**src/rtl/dccd_regs.svh**
```systemverilog
`ifndef DCCD_REGS_SVH
`define DCCD_REGS_SVH
// ----------------------------------------
// bus offsets
// ----------------------------------------
`define DCCD_OFF_CMD  4'h0
`define DCCD_OFF_DATA 4'h4
`define DCCD_OFF_STAT 4'h8
`define DCCD_OFF_LINE 4'hc
// ----------------------------------------
// command codes
// ----------------------------------------
`define DCCD_C_SLEEP_IN  8'h10
`define DCCD_C_SLEEP_OUT 8'h11
`define DCCD_C_TEAR_LINE 8'h44
`define DCCD_C_GET_LINE  8'h45
`define DCCD_C_READ_DESC 8'ha1
`define DCCD_C_MODE      8'hb0
`define DCCD_C_HORI      8'hb4
`define DCCD_C_VERT      8'hb6
`define DCCD_C_PIN_CONF  8'hb8
`define DCCD_C_PIN_VAL   8'hba
`define DCCD_C_PIN_STAT  8'hbb
`define DCCD_C_POST      8'hbc
`define DCCD_C_GEN_LO    8'hc0
`define DCCD_C_GEN_HI    8'hc7
`define DCCD_C_ROP_LO    8'hc8
`define DCCD_C_ROP_HI    8'hcf
`define DCCD_C_BL_CONF   8'hd0
`define DCCD_C_BL_LEVEL  8'hd4
`define DCCD_C_SYNTH_GO  8'he0
`define DCCD_C_SYNTH_MN  8'he2
`define DCCD_C_SYNTH_ST  8'he4
`define DCCD_C_DEEP      8'he5
`define DCCD_C_PIX_FREQ  8'he6
`define DCCD_C_HOST_FMT  8'hf0
// ----------------------------------------
// slots, fields, timing
// ----------------------------------------
`define DCCD_SLOT_GEN    5'h06
`define DCCD_SLOT_ROP    5'h0a
`define DCCD_SLOT_TEAR   5'h13
`define DCCD_PWR_BIT     7
`define DCCD_LOCK_NS     100000
`define DCCD_CLK_MHZ     20
`define DCCD_LOCK_CYC    ((`DCCD_LOCK_NS * `DCCD_CLK_MHZ + 999) / 1000)
`endif

```
**src/rtl/dccd_pkg.sv**
```systemverilog
package dccd_pkg;
  // avalon request bundle
  typedef struct packed {
    logic        read;
    logic        write;
    logic [3:0]  address;
    logic [31:0] writedata;
    logic [3:0]  byteenable;
  } dccd_av_req_t;
  // slot lookup result
  typedef struct packed {
    logic       hit;
    logic       is_set;
    logic [4:0] slot;
  } dccd_slot_t;
endpackage : dccd_pkg

```
**src/rtl/dccd_top.sv**
```systemverilog
`timescale 1ns/10ps
`include "dccd_regs.svh"
// Behaviour
// - 0x44 stores line, tear pulse there
// - 0x45 returns current scan line
// - 0xa1 returns descriptor from given start
// - 0xb0 sets, 0xb1 returns panel mode
// - 0xb4 sets, 0xb5 returns horizontal timing
// - 0xb6/0xb7 vertical timing, last line of frame
// - 0xb8 pin config, direction or panel
// - 0xba sets levels of output pins
// - 0xbb live input or programmed value
// - four generators, 0xc0-0xc7 set/get
// - 0xc8-0xce combine generators onto pins
// - 0xc9-0xcf return combine settings
// - 0xd0 sets, 0xd1 returns backlight config
// - 0xd4/0xd5 per-level saving thresholds
// - crystal clock until 0xe0 starts synth
// - 0xe2/0xe3 ratio, 0xe4 synth status
// - 0xe6/0xe7 pixel clock frequency
// - 0xf0/0xf1 host pixel format
// - 0xbc/0xbd post-processor config
// - sleep in/out drive pin0 low/high
module dccd_top
  import dccd_pkg::*;
#(
  parameter int  MAXP      = 8,
  parameter int  SLOTS     = 20,
  parameter [7:0] DESC_ID0 = 8'h5a,  // arbitrary value
  parameter [7:0] DESC_ID1 = 8'h3c   // arbitrary value
) (
  input  wire logic         clock,
  input  wire logic         rst,
  input  wire dccd_av_req_t av_req,
  output logic              waitrequest,
  output logic [31:0]       readdata,
  input  wire logic [3:0]   pin_i,
  output logic [3:0]        pin_o,
  output logic [3:0]        pin_oe_n,
  output logic              tear,
  output logic              frame_pulse,
  output logic              synth_sel,
  output logic              deep_sleep
);
  localparam int PW = $clog2(MAXP);
  localparam [15:0] LOCK_CYC = 16'(`DCCD_LOCK_CYC);

  // elaboration check
  if (MAXP < 4 || (1 << PW) != MAXP || SLOTS > 32 || SLOTS < 20) begin : g_bad_param
    $error("dccd_top: unsupported MAXP or SLOTS");
  end

  // ----------------------------------------
  // decode functions
  // ----------------------------------------
  // set codes are even, get codes are the odd neighbour
  function automatic dccd_slot_t slot_of(input logic [7:0] c);
    dccd_slot_t r;
    logic [7:0] e;
    r = '0;
    e = {c[7:1], 1'b0};
    r.is_set = ~c[0];
    r.hit = 1'b1;
    if (c >= `DCCD_C_GEN_LO && c <= `DCCD_C_GEN_HI) begin
      r.slot = `DCCD_SLOT_GEN + {3'h0, c[2:1]};
    end else if (c >= `DCCD_C_ROP_LO && c <= `DCCD_C_ROP_HI) begin
      r.slot = `DCCD_SLOT_ROP + {3'h0, c[2:1]};
    end else begin
      case (e)
        `DCCD_C_MODE:     r.slot = 5'h00;
        `DCCD_C_HORI:     r.slot = 5'h01;
        `DCCD_C_VERT:     r.slot = 5'h02;
        `DCCD_C_PIN_CONF: r.slot = 5'h03;
        `DCCD_C_PIN_VAL:  r.slot = 5'h04;
        `DCCD_C_POST:     r.slot = 5'h05;
        `DCCD_C_BL_CONF:  r.slot = 5'h0e;
        `DCCD_C_BL_LEVEL: r.slot = 5'h0f;
        `DCCD_C_SYNTH_MN: r.slot = 5'h10;
        `DCCD_C_PIX_FREQ: r.slot = 5'h11;
        `DCCD_C_HOST_FMT: r.slot = 5'h12;
        default:          r.hit = 1'b0;
      endcase
    end
    // tear line is write only
    if (c == `DCCD_C_TEAR_LINE) begin
      r = '{hit: 1'b1, is_set: 1'b1, slot: `DCCD_SLOT_TEAR};
    end
    return r;
  endfunction : slot_of

  // descriptor block contents
  function automatic logic [7:0] desc_byte(input logic [2:0] i);
    logic [7:0] b;
    b = 8'h00;
    case (i)
      3'h0:    b = DESC_ID0;
      3'h1:    b = DESC_ID1;
      3'h2:    b = 8'(MAXP);
      3'h3:    b = 8'(SLOTS);
      default: b = 8'hff;
    endcase
    return b;
  endfunction : desc_byte

  // ----------------------------------------
  // bus slave
  // ----------------------------------------
  logic        wait_q;
  logic [31:0] rdata_q;
  logic        acc;
  logic        al;
  logic [1:0]  widx;
  assign acc  = (av_req.read | av_req.write) & ~wait_q;
  assign al   = av_req.address[1:0] == 2'b00;
  assign widx = av_req.address[3:2];

  logic        cmd_wr;
  logic        dat_wr;
  logic        dat_rd;
  assign cmd_wr = acc & av_req.write & al & av_req.byteenable[0] &
                  (av_req.address == `DCCD_OFF_CMD);
  assign dat_wr = acc & av_req.write & al & av_req.byteenable[0] &
                  (av_req.address == `DCCD_OFF_DATA);
  assign dat_rd = acc & av_req.read & al & (av_req.address == `DCCD_OFF_DATA);

  // one wait state, then the answer for one cycle
  always_ff @(posedge clock) begin
    if (rst) begin
      wait_q <= 1'b1;
    end else begin
      wait_q <= ~((av_req.read | av_req.write) & wait_q);
    end
  end

  // ----------------------------------------
  // command engine
  // ----------------------------------------
  logic [7:0]    cmd_q;
  logic [PW-1:0] pidx_q;
  logic [7:0]    mem_q [SLOTS*MAXP];
  logic [2:0]    dbase_q;
  dccd_slot_t    cs;
  assign cs = slot_of(cmd_q);

  always_ff @(posedge clock) begin
    if (rst) begin
      cmd_q  <= 8'h00;
      pidx_q <= '0;
    end else if (cmd_wr) begin
      cmd_q  <= av_req.writedata[7:0];
      pidx_q <= '0;
    end else if ((dat_wr | dat_rd) && pidx_q != PW'(MAXP - 1)) begin
      pidx_q <= pidx_q + PW'(1);
    end
  end

  always_ff @(posedge clock) begin
    if (rst) begin
      for (int i = 0; i < SLOTS * MAXP; i++) begin
        mem_q[i] <= 8'h00;
      end
      mem_q[3 * MAXP] <= 8'h80;  // pin0 starts under sleep control
    end else if (dat_wr && cs.hit && cs.is_set) begin
      mem_q[{cs.slot, pidx_q}] <= av_req.writedata[7:0];
    end
  end

  always_ff @(posedge clock) begin
    if (rst) begin
      dbase_q <= 3'h0;
    end else if (dat_wr && cmd_q == `DCCD_C_READ_DESC && pidx_q == '0) begin
      dbase_q <= av_req.writedata[2:0];
    end
  end

  // ----------------------------------------
  // synthesiser and deep sleep
  // ----------------------------------------
  logic        synth_q;
  logic        lock_q;
  logic [15:0] lcnt_q;
  logic        deep_q;

  always_ff @(posedge clock) begin
    if (rst) begin
      synth_q <= 1'b0;
    end else if (dat_wr && cmd_q == `DCCD_C_SYNTH_GO && pidx_q == '0) begin
      synth_q <= av_req.writedata[0];
    end
  end

  always_ff @(posedge clock) begin
    if (rst || !synth_q) begin
      lcnt_q <= 16'h0000;
      lock_q <= 1'b0;
    end else if (lcnt_q != LOCK_CYC) begin
      lcnt_q <= lcnt_q + 16'h0001;
    end else begin
      lock_q <= 1'b1;
    end
  end

  always_ff @(posedge clock) begin
    if (rst) begin
      deep_q <= 1'b0;
    end else if (cmd_wr) begin
      deep_q <= av_req.writedata[7:0] == `DCCD_C_DEEP;
    end
  end

  // ----------------------------------------
  // scan timing
  // ----------------------------------------
  logic [15:0] hcnt_q;
  logic [15:0] line_q;
  logic [15:0] ht;
  logic [15:0] vt;
  logic [15:0] tline;
  logic [15:0] lnext;
  logic        ltick;
  logic        tear_en_q;
  logic        tear_q;
  logic        fp_q;
  assign ht    = {mem_q[MAXP], mem_q[MAXP + 1]};
  assign vt    = {mem_q[2 * MAXP], mem_q[2 * MAXP + 1]};
  assign tline = {mem_q[`DCCD_SLOT_TEAR * MAXP], mem_q[`DCCD_SLOT_TEAR * MAXP + 1]};
  assign ltick = ~deep_q & (hcnt_q >= ht);
  assign lnext = (line_q >= vt) ? 16'h0000 : line_q + 16'h0001;

  // line and frame counters, halted in deep sleep
  always_ff @(posedge clock) begin
    if (rst) begin
      hcnt_q <= 16'h0000;
      line_q <= 16'h0000;
      fp_q   <= 1'b0;
    end else begin
      fp_q <= 1'b0;
      if (ltick) begin
        hcnt_q <= 16'h0000;
        if (line_q >= vt) begin
          line_q <= 16'h0000;
          fp_q   <= 1'b1;
        end else begin
          line_q <= line_q + 16'h0001;
        end
      end else if (!deep_q) begin
        hcnt_q <= hcnt_q + 16'h0001;
      end
    end
  end

  always_ff @(posedge clock) begin
    if (rst) begin
      tear_en_q <= 1'b0;
      tear_q    <= 1'b0;
    end else begin
      if (cmd_wr) begin
        tear_en_q <= (av_req.writedata[7:0] == `DCCD_C_TEAR_LINE) | tear_en_q;
      end
      tear_q <= tear_en_q & ltick & (lnext == tline);  // pulse as the stored line starts
    end
  end

  // ----------------------------------------
  // waveform units and pins
  // ----------------------------------------
  logic [3:0] gen;
  logic [3:0] pin_s1_q;
  logic [3:0] pin_s2_q;
  logic [3:0] panel;
  logic [3:0] dir;
  logic [3:0] pval;
  logic [3:0] lvl;
  logic       pwr_q;
  logic [3:0] po_q;
  logic [3:0] poe_q;
  assign panel = mem_q[3 * MAXP][3:0];
  assign dir   = mem_q[3 * MAXP + 1][3:0];
  assign pval  = mem_q[4 * MAXP][3:0];

  for (genvar g = 0; g < 4; g++) begin : g_gen
    localparam int B = (`DCCD_SLOT_GEN + g) * MAXP;
    localparam int R = (`DCCD_SLOT_ROP + g) * MAXP;
    logic [7:0] gc_q;
    logic [15:0] tt;
    always_ff @(posedge clock) begin
      if (rst || gc_q >= mem_q[B]) begin
        gc_q <= 8'h00;
      end else begin
        gc_q <= gc_q + 8'h01;
      end
    end
    assign gen[g] = mem_q[B + 3][0] & (gc_q >= mem_q[B + 1]) & (gc_q < mem_q[B + 2]);
    assign tt     = {mem_q[R], mem_q[R + 1]};
    assign lvl[g] = panel[g] ? tt[gen] : pval[g];
  end

  // pin input synchroniser
  always_ff @(posedge clock) begin
    if (rst) begin
      pin_s1_q <= 4'h0;
      pin_s2_q <= 4'h0;
    end else begin
      pin_s1_q <= pin_i;
      pin_s2_q <= pin_s1_q;
    end
  end

  always_ff @(posedge clock) begin
    if (rst) begin
      pwr_q <= 1'b0;
    end else if (cmd_wr && mem_q[3 * MAXP][`DCCD_PWR_BIT] && !panel[0]) begin
      if (av_req.writedata[7:0] == `DCCD_C_SLEEP_IN) begin
        pwr_q <= 1'b0;
      end else if (av_req.writedata[7:0] == `DCCD_C_SLEEP_OUT) begin
        pwr_q <= 1'b1;
      end
    end
  end

  always_ff @(posedge clock) begin
    if (rst) begin
      po_q  <= 4'h0;
      poe_q <= 4'he;  // pin0 driven low under sleep control
    end else begin
      po_q  <= lvl;
      poe_q <= ~(dir | panel);
      if (mem_q[3 * MAXP][`DCCD_PWR_BIT] && !panel[0]) begin
        po_q[0]  <= pwr_q;
        poe_q[0] <= 1'b0;
      end
    end
  end

  // ----------------------------------------
  // read data
  // ----------------------------------------
  logic [7:0] pbyte;
  always_comb begin
    pbyte = 8'h00;
    if (cs.hit && !cs.is_set && cmd_q != `DCCD_C_PIN_STAT) begin
      pbyte = mem_q[{cs.slot, pidx_q}];
    end else begin
      case (cmd_q)
        `DCCD_C_GET_LINE:  pbyte = (pidx_q == '0) ? line_q[15:8] : line_q[7:0];
        `DCCD_C_READ_DESC: pbyte = desc_byte(dbase_q + 3'(pidx_q) - 3'h1);  // start write counted
        `DCCD_C_PIN_STAT:  pbyte = {4'h0, (dir | panel) & po_q | ~(dir | panel) & pin_s2_q};
        `DCCD_C_SYNTH_ST:  pbyte = {7'h00, lock_q};
        default:           pbyte = 8'h00;
      endcase
    end
  end

  // registered answer, zero for unmapped
  always_ff @(posedge clock) begin
    if (rst) begin
      rdata_q <= 32'h0000_0000;
    end else if (av_req.read && wait_q) begin
      rdata_q <= 32'h0000_0000;
      if (al) begin
        case (widx)
          2'h0:    rdata_q <= {24'h0, cmd_q};
          2'h1:    rdata_q <= {24'h0, pbyte};
          2'h2:    rdata_q <= 32'({pidx_q, lock_q, synth_q, deep_q});
          default: rdata_q <= {16'h0, line_q};
        endcase
      end
    end
  end

  assign waitrequest = wait_q;
  assign readdata    = rdata_q;
  assign pin_o       = po_q;
  assign pin_oe_n    = poe_q;
  assign tear        = tear_q;
  assign frame_pulse = fp_q;
  assign synth_sel   = synth_q;
  assign deep_sleep  = deep_q;

  // ----------------------------------------
  // assertions
  // ----------------------------------------
  // bus answer release
  bus_release_a: assert property (@(posedge clock) disable iff (rst)
    acc |=> wait_q) else $error("waitrequest not raised after answer");
  cmd_index_a: assert property (@(posedge clock) disable iff (rst)
    cmd_wr |=> pidx_q == '0 && cmd_q == $past(av_req.writedata[7:0]))
    else $error("command write not taken");
  tear_line_a: assert property (@(posedge clock) disable iff (rst)
    tear_q |-> $past(ltick) && $past(lnext) == $past(tline) && $past(tear_en_q))
    else $error("tear pulse on wrong line");
  deep_entry_a: assert property (@(posedge clock) disable iff (rst)
    cmd_wr && av_req.writedata[7:0] == `DCCD_C_DEEP |=> deep_q ##1 ltick == 1'b0)
    else $error("deep sleep not entered");
  lock_wait_a: assert property (@(posedge clock) disable iff (rst)
    $rose(synth_q) |-> !lock_q [*8]) else $error("lock reported too early");
  sleep_pin_a: assert property (@(posedge clock) disable iff (rst)
    cmd_wr && av_req.writedata[7:0] == `DCCD_C_SLEEP_IN && mem_q[3 * MAXP][`DCCD_PWR_BIT]
    && !panel[0] |=> ##1 !po_q[0] && !poe_q[0]) else $error("pin0 not pulled low");
  pin_dir_a: assert property (@(posedge clock) disable iff (rst)
    ##1 poe_q[3:1] == $past(~(dir[3:1] | panel[3:1]))) else $error("pin enable wrong");
  unmapped_zero_a: assert property (@(posedge clock) disable iff (rst)
    av_req.read && wait_q && !al |=> rdata_q == 32'h0) else $error("unmapped read not zero");
  // frame pulse at line wrap
  frame_wrap_a: assert property (@(posedge clock) disable iff (rst)
    fp_q |-> line_q == 16'h0) else $error("frame pulse off line zero");
endmodule : dccd_top

```
**config.mk**
```make
export PLATFORM = sky130hd
export DESIGN_NAME = dccd_top
export DESIGN_NICKNAME = d
export VERILOG_FILES = /design/src/rtl/dccd_pkg.sv /design/src/rtl/dccd_top.sv
export VERILOG_INCLUDE_DIRS = /design/src /design/src/rtl
export SDC_FILE = /design/constraint.sdc
export NUM_CORES = 2
export LEC_CHECK = 0
export BUFFER_PORTS_ARGS = -buffer_cell sky130_fd_sc_hd__buf_2
export CAP_MARGIN = 20
export CORE_ASPECT_RATIO = 0.5
export CORE_MARGIN = 10
export CORE_UTILIZATION = 50
export CTS_CLUSTER_SIZE = 20
export DETAILED_ROUTE_END_ITERATION = 8
export HOLD_SLACK_MARGIN = 0.05
export PLACE_DENSITY = 0.7
export SLEW_MARGIN = 20
export SYNTH_ARGS = -nofsm -noshare
export SYNTH_HDL_FRONTEND = slang
export SYNTH_SLANG_ARGS = --single-unit
```
**constraint.sdc**
```tcl
create_clock -name clock -period 4 [get_ports clock]
set_input_delay 0.8 -clock clock [delete_from_list [all_inputs] [get_ports clock]]
set_output_delay 0.8 -clock clock [all_outputs]
set_load 0.02 [all_outputs]
```
==> metrics <==
Max Clock Freq around 250 MHz; post-route total power approximately 38 mW; H-tree depth 4; Period minus WS final between 4000 and 5000 ps; setup repair after global routing missed its margin no; number of detailed-routing iterations run before antenna repair 7; area of the die 174000 um^2; worst path arrival time about 4600 ps; Filler cells around 12000; Initial Util 0.505; Post-synth top flop sky130_fd_sc_hd__edfxtp_1; final slew viol count 0; result of the run complete, but fails checks; reported max-cap violation count 0; switching power summed over all nets approximately 8.3 mW; worst reg2reg path endpoint mem_q[13][0]; Placeable Area approximately 160000 um^2; DIE HEIGHT ~300 um; worst ir drop on vdd about 0.50 mV; Seq. cell area around 50000 um^2; global-route wire length before repair approximately 360000 um; sequential area share after synthesis 0.640; switching portion of total power 0.217; TritonCTS sink count 1718; vias per cell 6.23; largest net degree at the start of global routing a little over 80; clock latency of the later-clocked register in the worst-skew pair between 800 and 900 ps; number of global-route vias before repair 52500; number of synthesis warnings 0; Hold WC Path Type in2reg; count of endpoints failing hold in the final timing report 0; DRC 0; required time of the worst setup path ~4600 ps; total number of vias 54100; proportion of power drawn by combinational gates 0.044; failing checks setup timing; category of the worst setup path capture point flip-flop; Worst Setup Path Type reg2reg; async set or reset register ratio after synthesis 0; CTS root buf sky130_fd_sc_hd__clkbuf_16; CTS tree built; x dimension of the die slightly below 600 um; sum of net half-perimeters after detailed placement approximately 180000 um; area growth from synthesis to final layout 15.8%; PD cells between 400 and 500 nW/um^2; total of endpoints with negative setup slack in the final report 1; Worst Setup Slack, final -2.00 ps; post-route core utilization 0.585; Clock Skews around 39 ps; netlist area before placement around 79000 um^2; top-area cell type share of the netlist area 0.606; part of the cycle the worst path needs 1.00; Inserted Clock Buffers 154; Distinct cells, synth 83; reg-to-reg setup timing slack -2 ps; residual overflow from global routing 0; hold depth 2; final layout net count between 6000 and 7000; std cell rows around 100; count of pins on the block boundary slightly above 90; violation count after the first detailed-route iteration around 9400; routed wire length per instance 29.3 um; leakage component of the power between 30 and 40 nW; Synth Register Bits ~1700; reg-to-reg critical path startpoint cmd_q[6]; Worst-Margin Slew 899 ps; Routed Wire Length ~250000 um; Final Non-Filler Cells about 8700; largest area contributor in the synthesized netlist sky130_fd_sc_hd__edfxtp_1; clock transition at the registers of the reported paths around 70 ps; endpoint of the worst hold path pin_s1_q[1]; min-delay src pin_i[1]; relative contribution of sequential cells to total power 0.543; peak fanout along the critical path 13; total of buffers placed on input and output ports between 40 and 50; number of enable flip-flop cells after synthesis roughly 1600; layout cell share with drive strength beyond 1 0.201; top area cells in the synthesized netlist sky130_fd_sc_hd__edfxtp_1 61%, sky130_fd_sc_hd__mux4_2 13%, sky130_fd_sc_hd__nor2_1 6.9%; kind of launch point of the worst setup path flip-flop; Post-Syn Area per Cell between 10 and 15 um^2; Worst slew margin 0.400; synthesized netlist cell count about 5800; Routed Antenna Nets 0; clk buf depth 3; pre-CTS WS -10.7 ps; gp weighted congestion around 1; gr usage total 0.285; cell count of the worst reg-to-reg path 11; clock share of power 0.414; Int Power slightly below 30 mW; DP Cell Count 8386; antenna violations before repair 19; multi-input gate area in the final layout about 27000 um^2
==> routing by layer <==
layer	track usage	share of wire	vias up
met3	0.117	0.16	716
met4	0.126	0.051	14
li1	-	-	22300
met1	0.378	0.36	27000
met5	0	0.00068	-
met2	0.413	0.42	4011
==> cells in the mapped netlist (7+ instances only) <==
master and number:
sky130_fd_sc_hd__a211oi_1 7, sky130_fd_sc_hd__or4_1 10, sky130_fd_sc_hd__nand2b_1 27, sky130_fd_sc_hd__o211ai_1 10, sky130_fd_sc_hd__mux4_2 445, sky130_fd_sc_hd__o22ai_1 11, sky130_fd_sc_hd__edfxtp_1 1584, sky130_fd_sc_hd__xnor2_1 28
sky130_fd_sc_hd__a22oi_1 16, sky130_fd_sc_hd__nor4_1 7, sky130_fd_sc_hd__and3_1 35, sky130_fd_sc_hd__or3_1 15, sky130_fd_sc_hd__buf_4 33, sky130_fd_sc_hd__a32oi_1 29, sky130_fd_sc_hd__a21o_1 49, sky130_fd_sc_hd__a211o_1 7
sky130_fd_sc_hd__xor2_1 49, sky130_fd_sc_hd__nor3_1 29, sky130_fd_sc_hd__dfxtp_1 134, sky130_fd_sc_hd__nand3_1 99, sky130_fd_sc_hd__o21ai_0 202, sky130_fd_sc_hd__inv_1 166, sky130_fd_sc_hd__a31oi_1 12, sky130_fd_sc_hd__ha_1 138
sky130_fd_sc_hd__nor2_1 1445, sky130_fd_sc_hd__mux2i_1 94, sky130_fd_sc_hd__nand4_1 31, sky130_fd_sc_hd__o21a_1 8, sky130_fd_sc_hd__clkbuf_1 273, sky130_fd_sc_hd__nand2_1 487, sky130_fd_sc_hd__a21oi_1 77, sky130_fd_sc_hd__nor2b_1 25
sky130_fd_sc_hd__buf_1 27, sky130_fd_sc_hd__and2_1 7, sky130_fd_sc_hd__buf_2 96
==> kinds of logic (layout without fill, tap and decap cells) <==
group	after synthesis	after routing	share of synthesized area
buffers and inverters	598	1037	0.0318
AND/OR/NAND/NOR	2261	2261	0.118
multiplexers	545	545	0.140
other	1	335	0.0000477
adder cells (fa/ha/maj)	138	138	0.0220
flip-flops	1718	1718	0.640
XOR/XNOR	77	77	0.00859
AO/OA/AOI/OAI	489	489	0.0394
==> area by class of cell <==
type / instances / area share
diodes: 15 / 0.000413
clock buffers: 189 / 0.0444
clock inverters: 90 / 0.0137
inverters: 168 / 0.00697
multi-input cells: 3830 / 0.299
flip-flops and latches: 1718 / 0.553
well taps: 2080 / 0.0286
repair buffers: 590 / 0.0545
==> critical path, cell delays in order, from the launching register on <==
cell	delay, ps
sky130_fd_sc_hd__dfxtp_1	500
sky130_fd_sc_hd__buf_4	210
sky130_fd_sc_hd__or3b_1	380
sky130_fd_sc_hd__a21oi_1	150
sky130_fd_sc_hd__o21ai_0	200
sky130_fd_sc_hd__o211a_2	230
sky130_fd_sc_hd__nor3_4	300
sky130_fd_sc_hd__buf_4	220
sky130_fd_sc_hd__nand2_1	80
sky130_fd_sc_hd__inv_2	550
sky130_fd_sc_hd__nand2_1	650
sky130_fd_sc_hd__nor2_1	330
==> sequential cells by signal, summed over array words and instances (netlist names), 3 cells and up <==
signal and flops:
mem_q 1584, g_gen.gc_q 32, hcnt_q 16, lcnt_q 16, line_q 16, readdata 16, cmd_q 8, pin_o 4
pin_oe_n 4, pin_s1_q 4, pin_s2_q 4, dbase_q 3, pidx_q 3
==> power groups by stage <==
| stage | registers [mW] | clock network [mW] | logic [mW] |
|---|---|---|---|
| 2_1_floorplan | 20.9 | 0 | 0.967 |
| 3_3_place_gp | 21.0 | 0 | 1.57 |
| 3_5_place_dp | 21.0 | 0 | 1.60 |
| 4_1_cts | 20.6 | 15.8 | 1.61 |
| 5_1_grt | 20.7 | 16.5 | 1.75 |
| 6_report | 20.6 | 15.7 | 1.66 |
==> cells in the final DEF (no fill, tap or decap), drive strengths merged, types with 29 or more instances in the layout <==
cell type,n
a21o,49
a21oi,77
a32oi,29
and3,35
buf,590
clkbuf,189
clkinv,55
conb,320
dfxtp,134
edfxtp,1584
ha,138
inv,173
mux2i,94
mux4,445
nand2,487
nand3,99
nand4,31
nor2,1449
nor3,34
o21ai,202
xor2,49
==> metrics by stage <==
step                      TNS (ps)  cell area [um^2]  hold slack [ps]
after floorplan                  0             79800              414
after global placement           0             85600              435
after detailed placement     -37.3             85600              438
after CTS                        0             90900              158
after global routing             0             90900              200
final                        -2.00             90900              204
==> worst max path at each step <==
stage / startpoint / end
final: cmd_q[6] / mem_q[13][0]
after floorplan: av_req[37] / mem_q[144][4]
after global routing: cmd_q[6] / mem_q[117][6]
after CTS: cmd_q[2] / mem_q[13][0]
after global placement: av_req[37] / mem_q[125][0]
after detailed placement: av_req[37] / mem_q[13][0]
==> repair_timing <==
action | 4_1_cts | 5_1_grt
hold buffers | 0 | 0
buffers inserted | 0 | 0
setup endpoints to repair | 0 | 14
gates resized for setup | 0 | 1
Note: power is estimated with default switching activity, not from simulation.
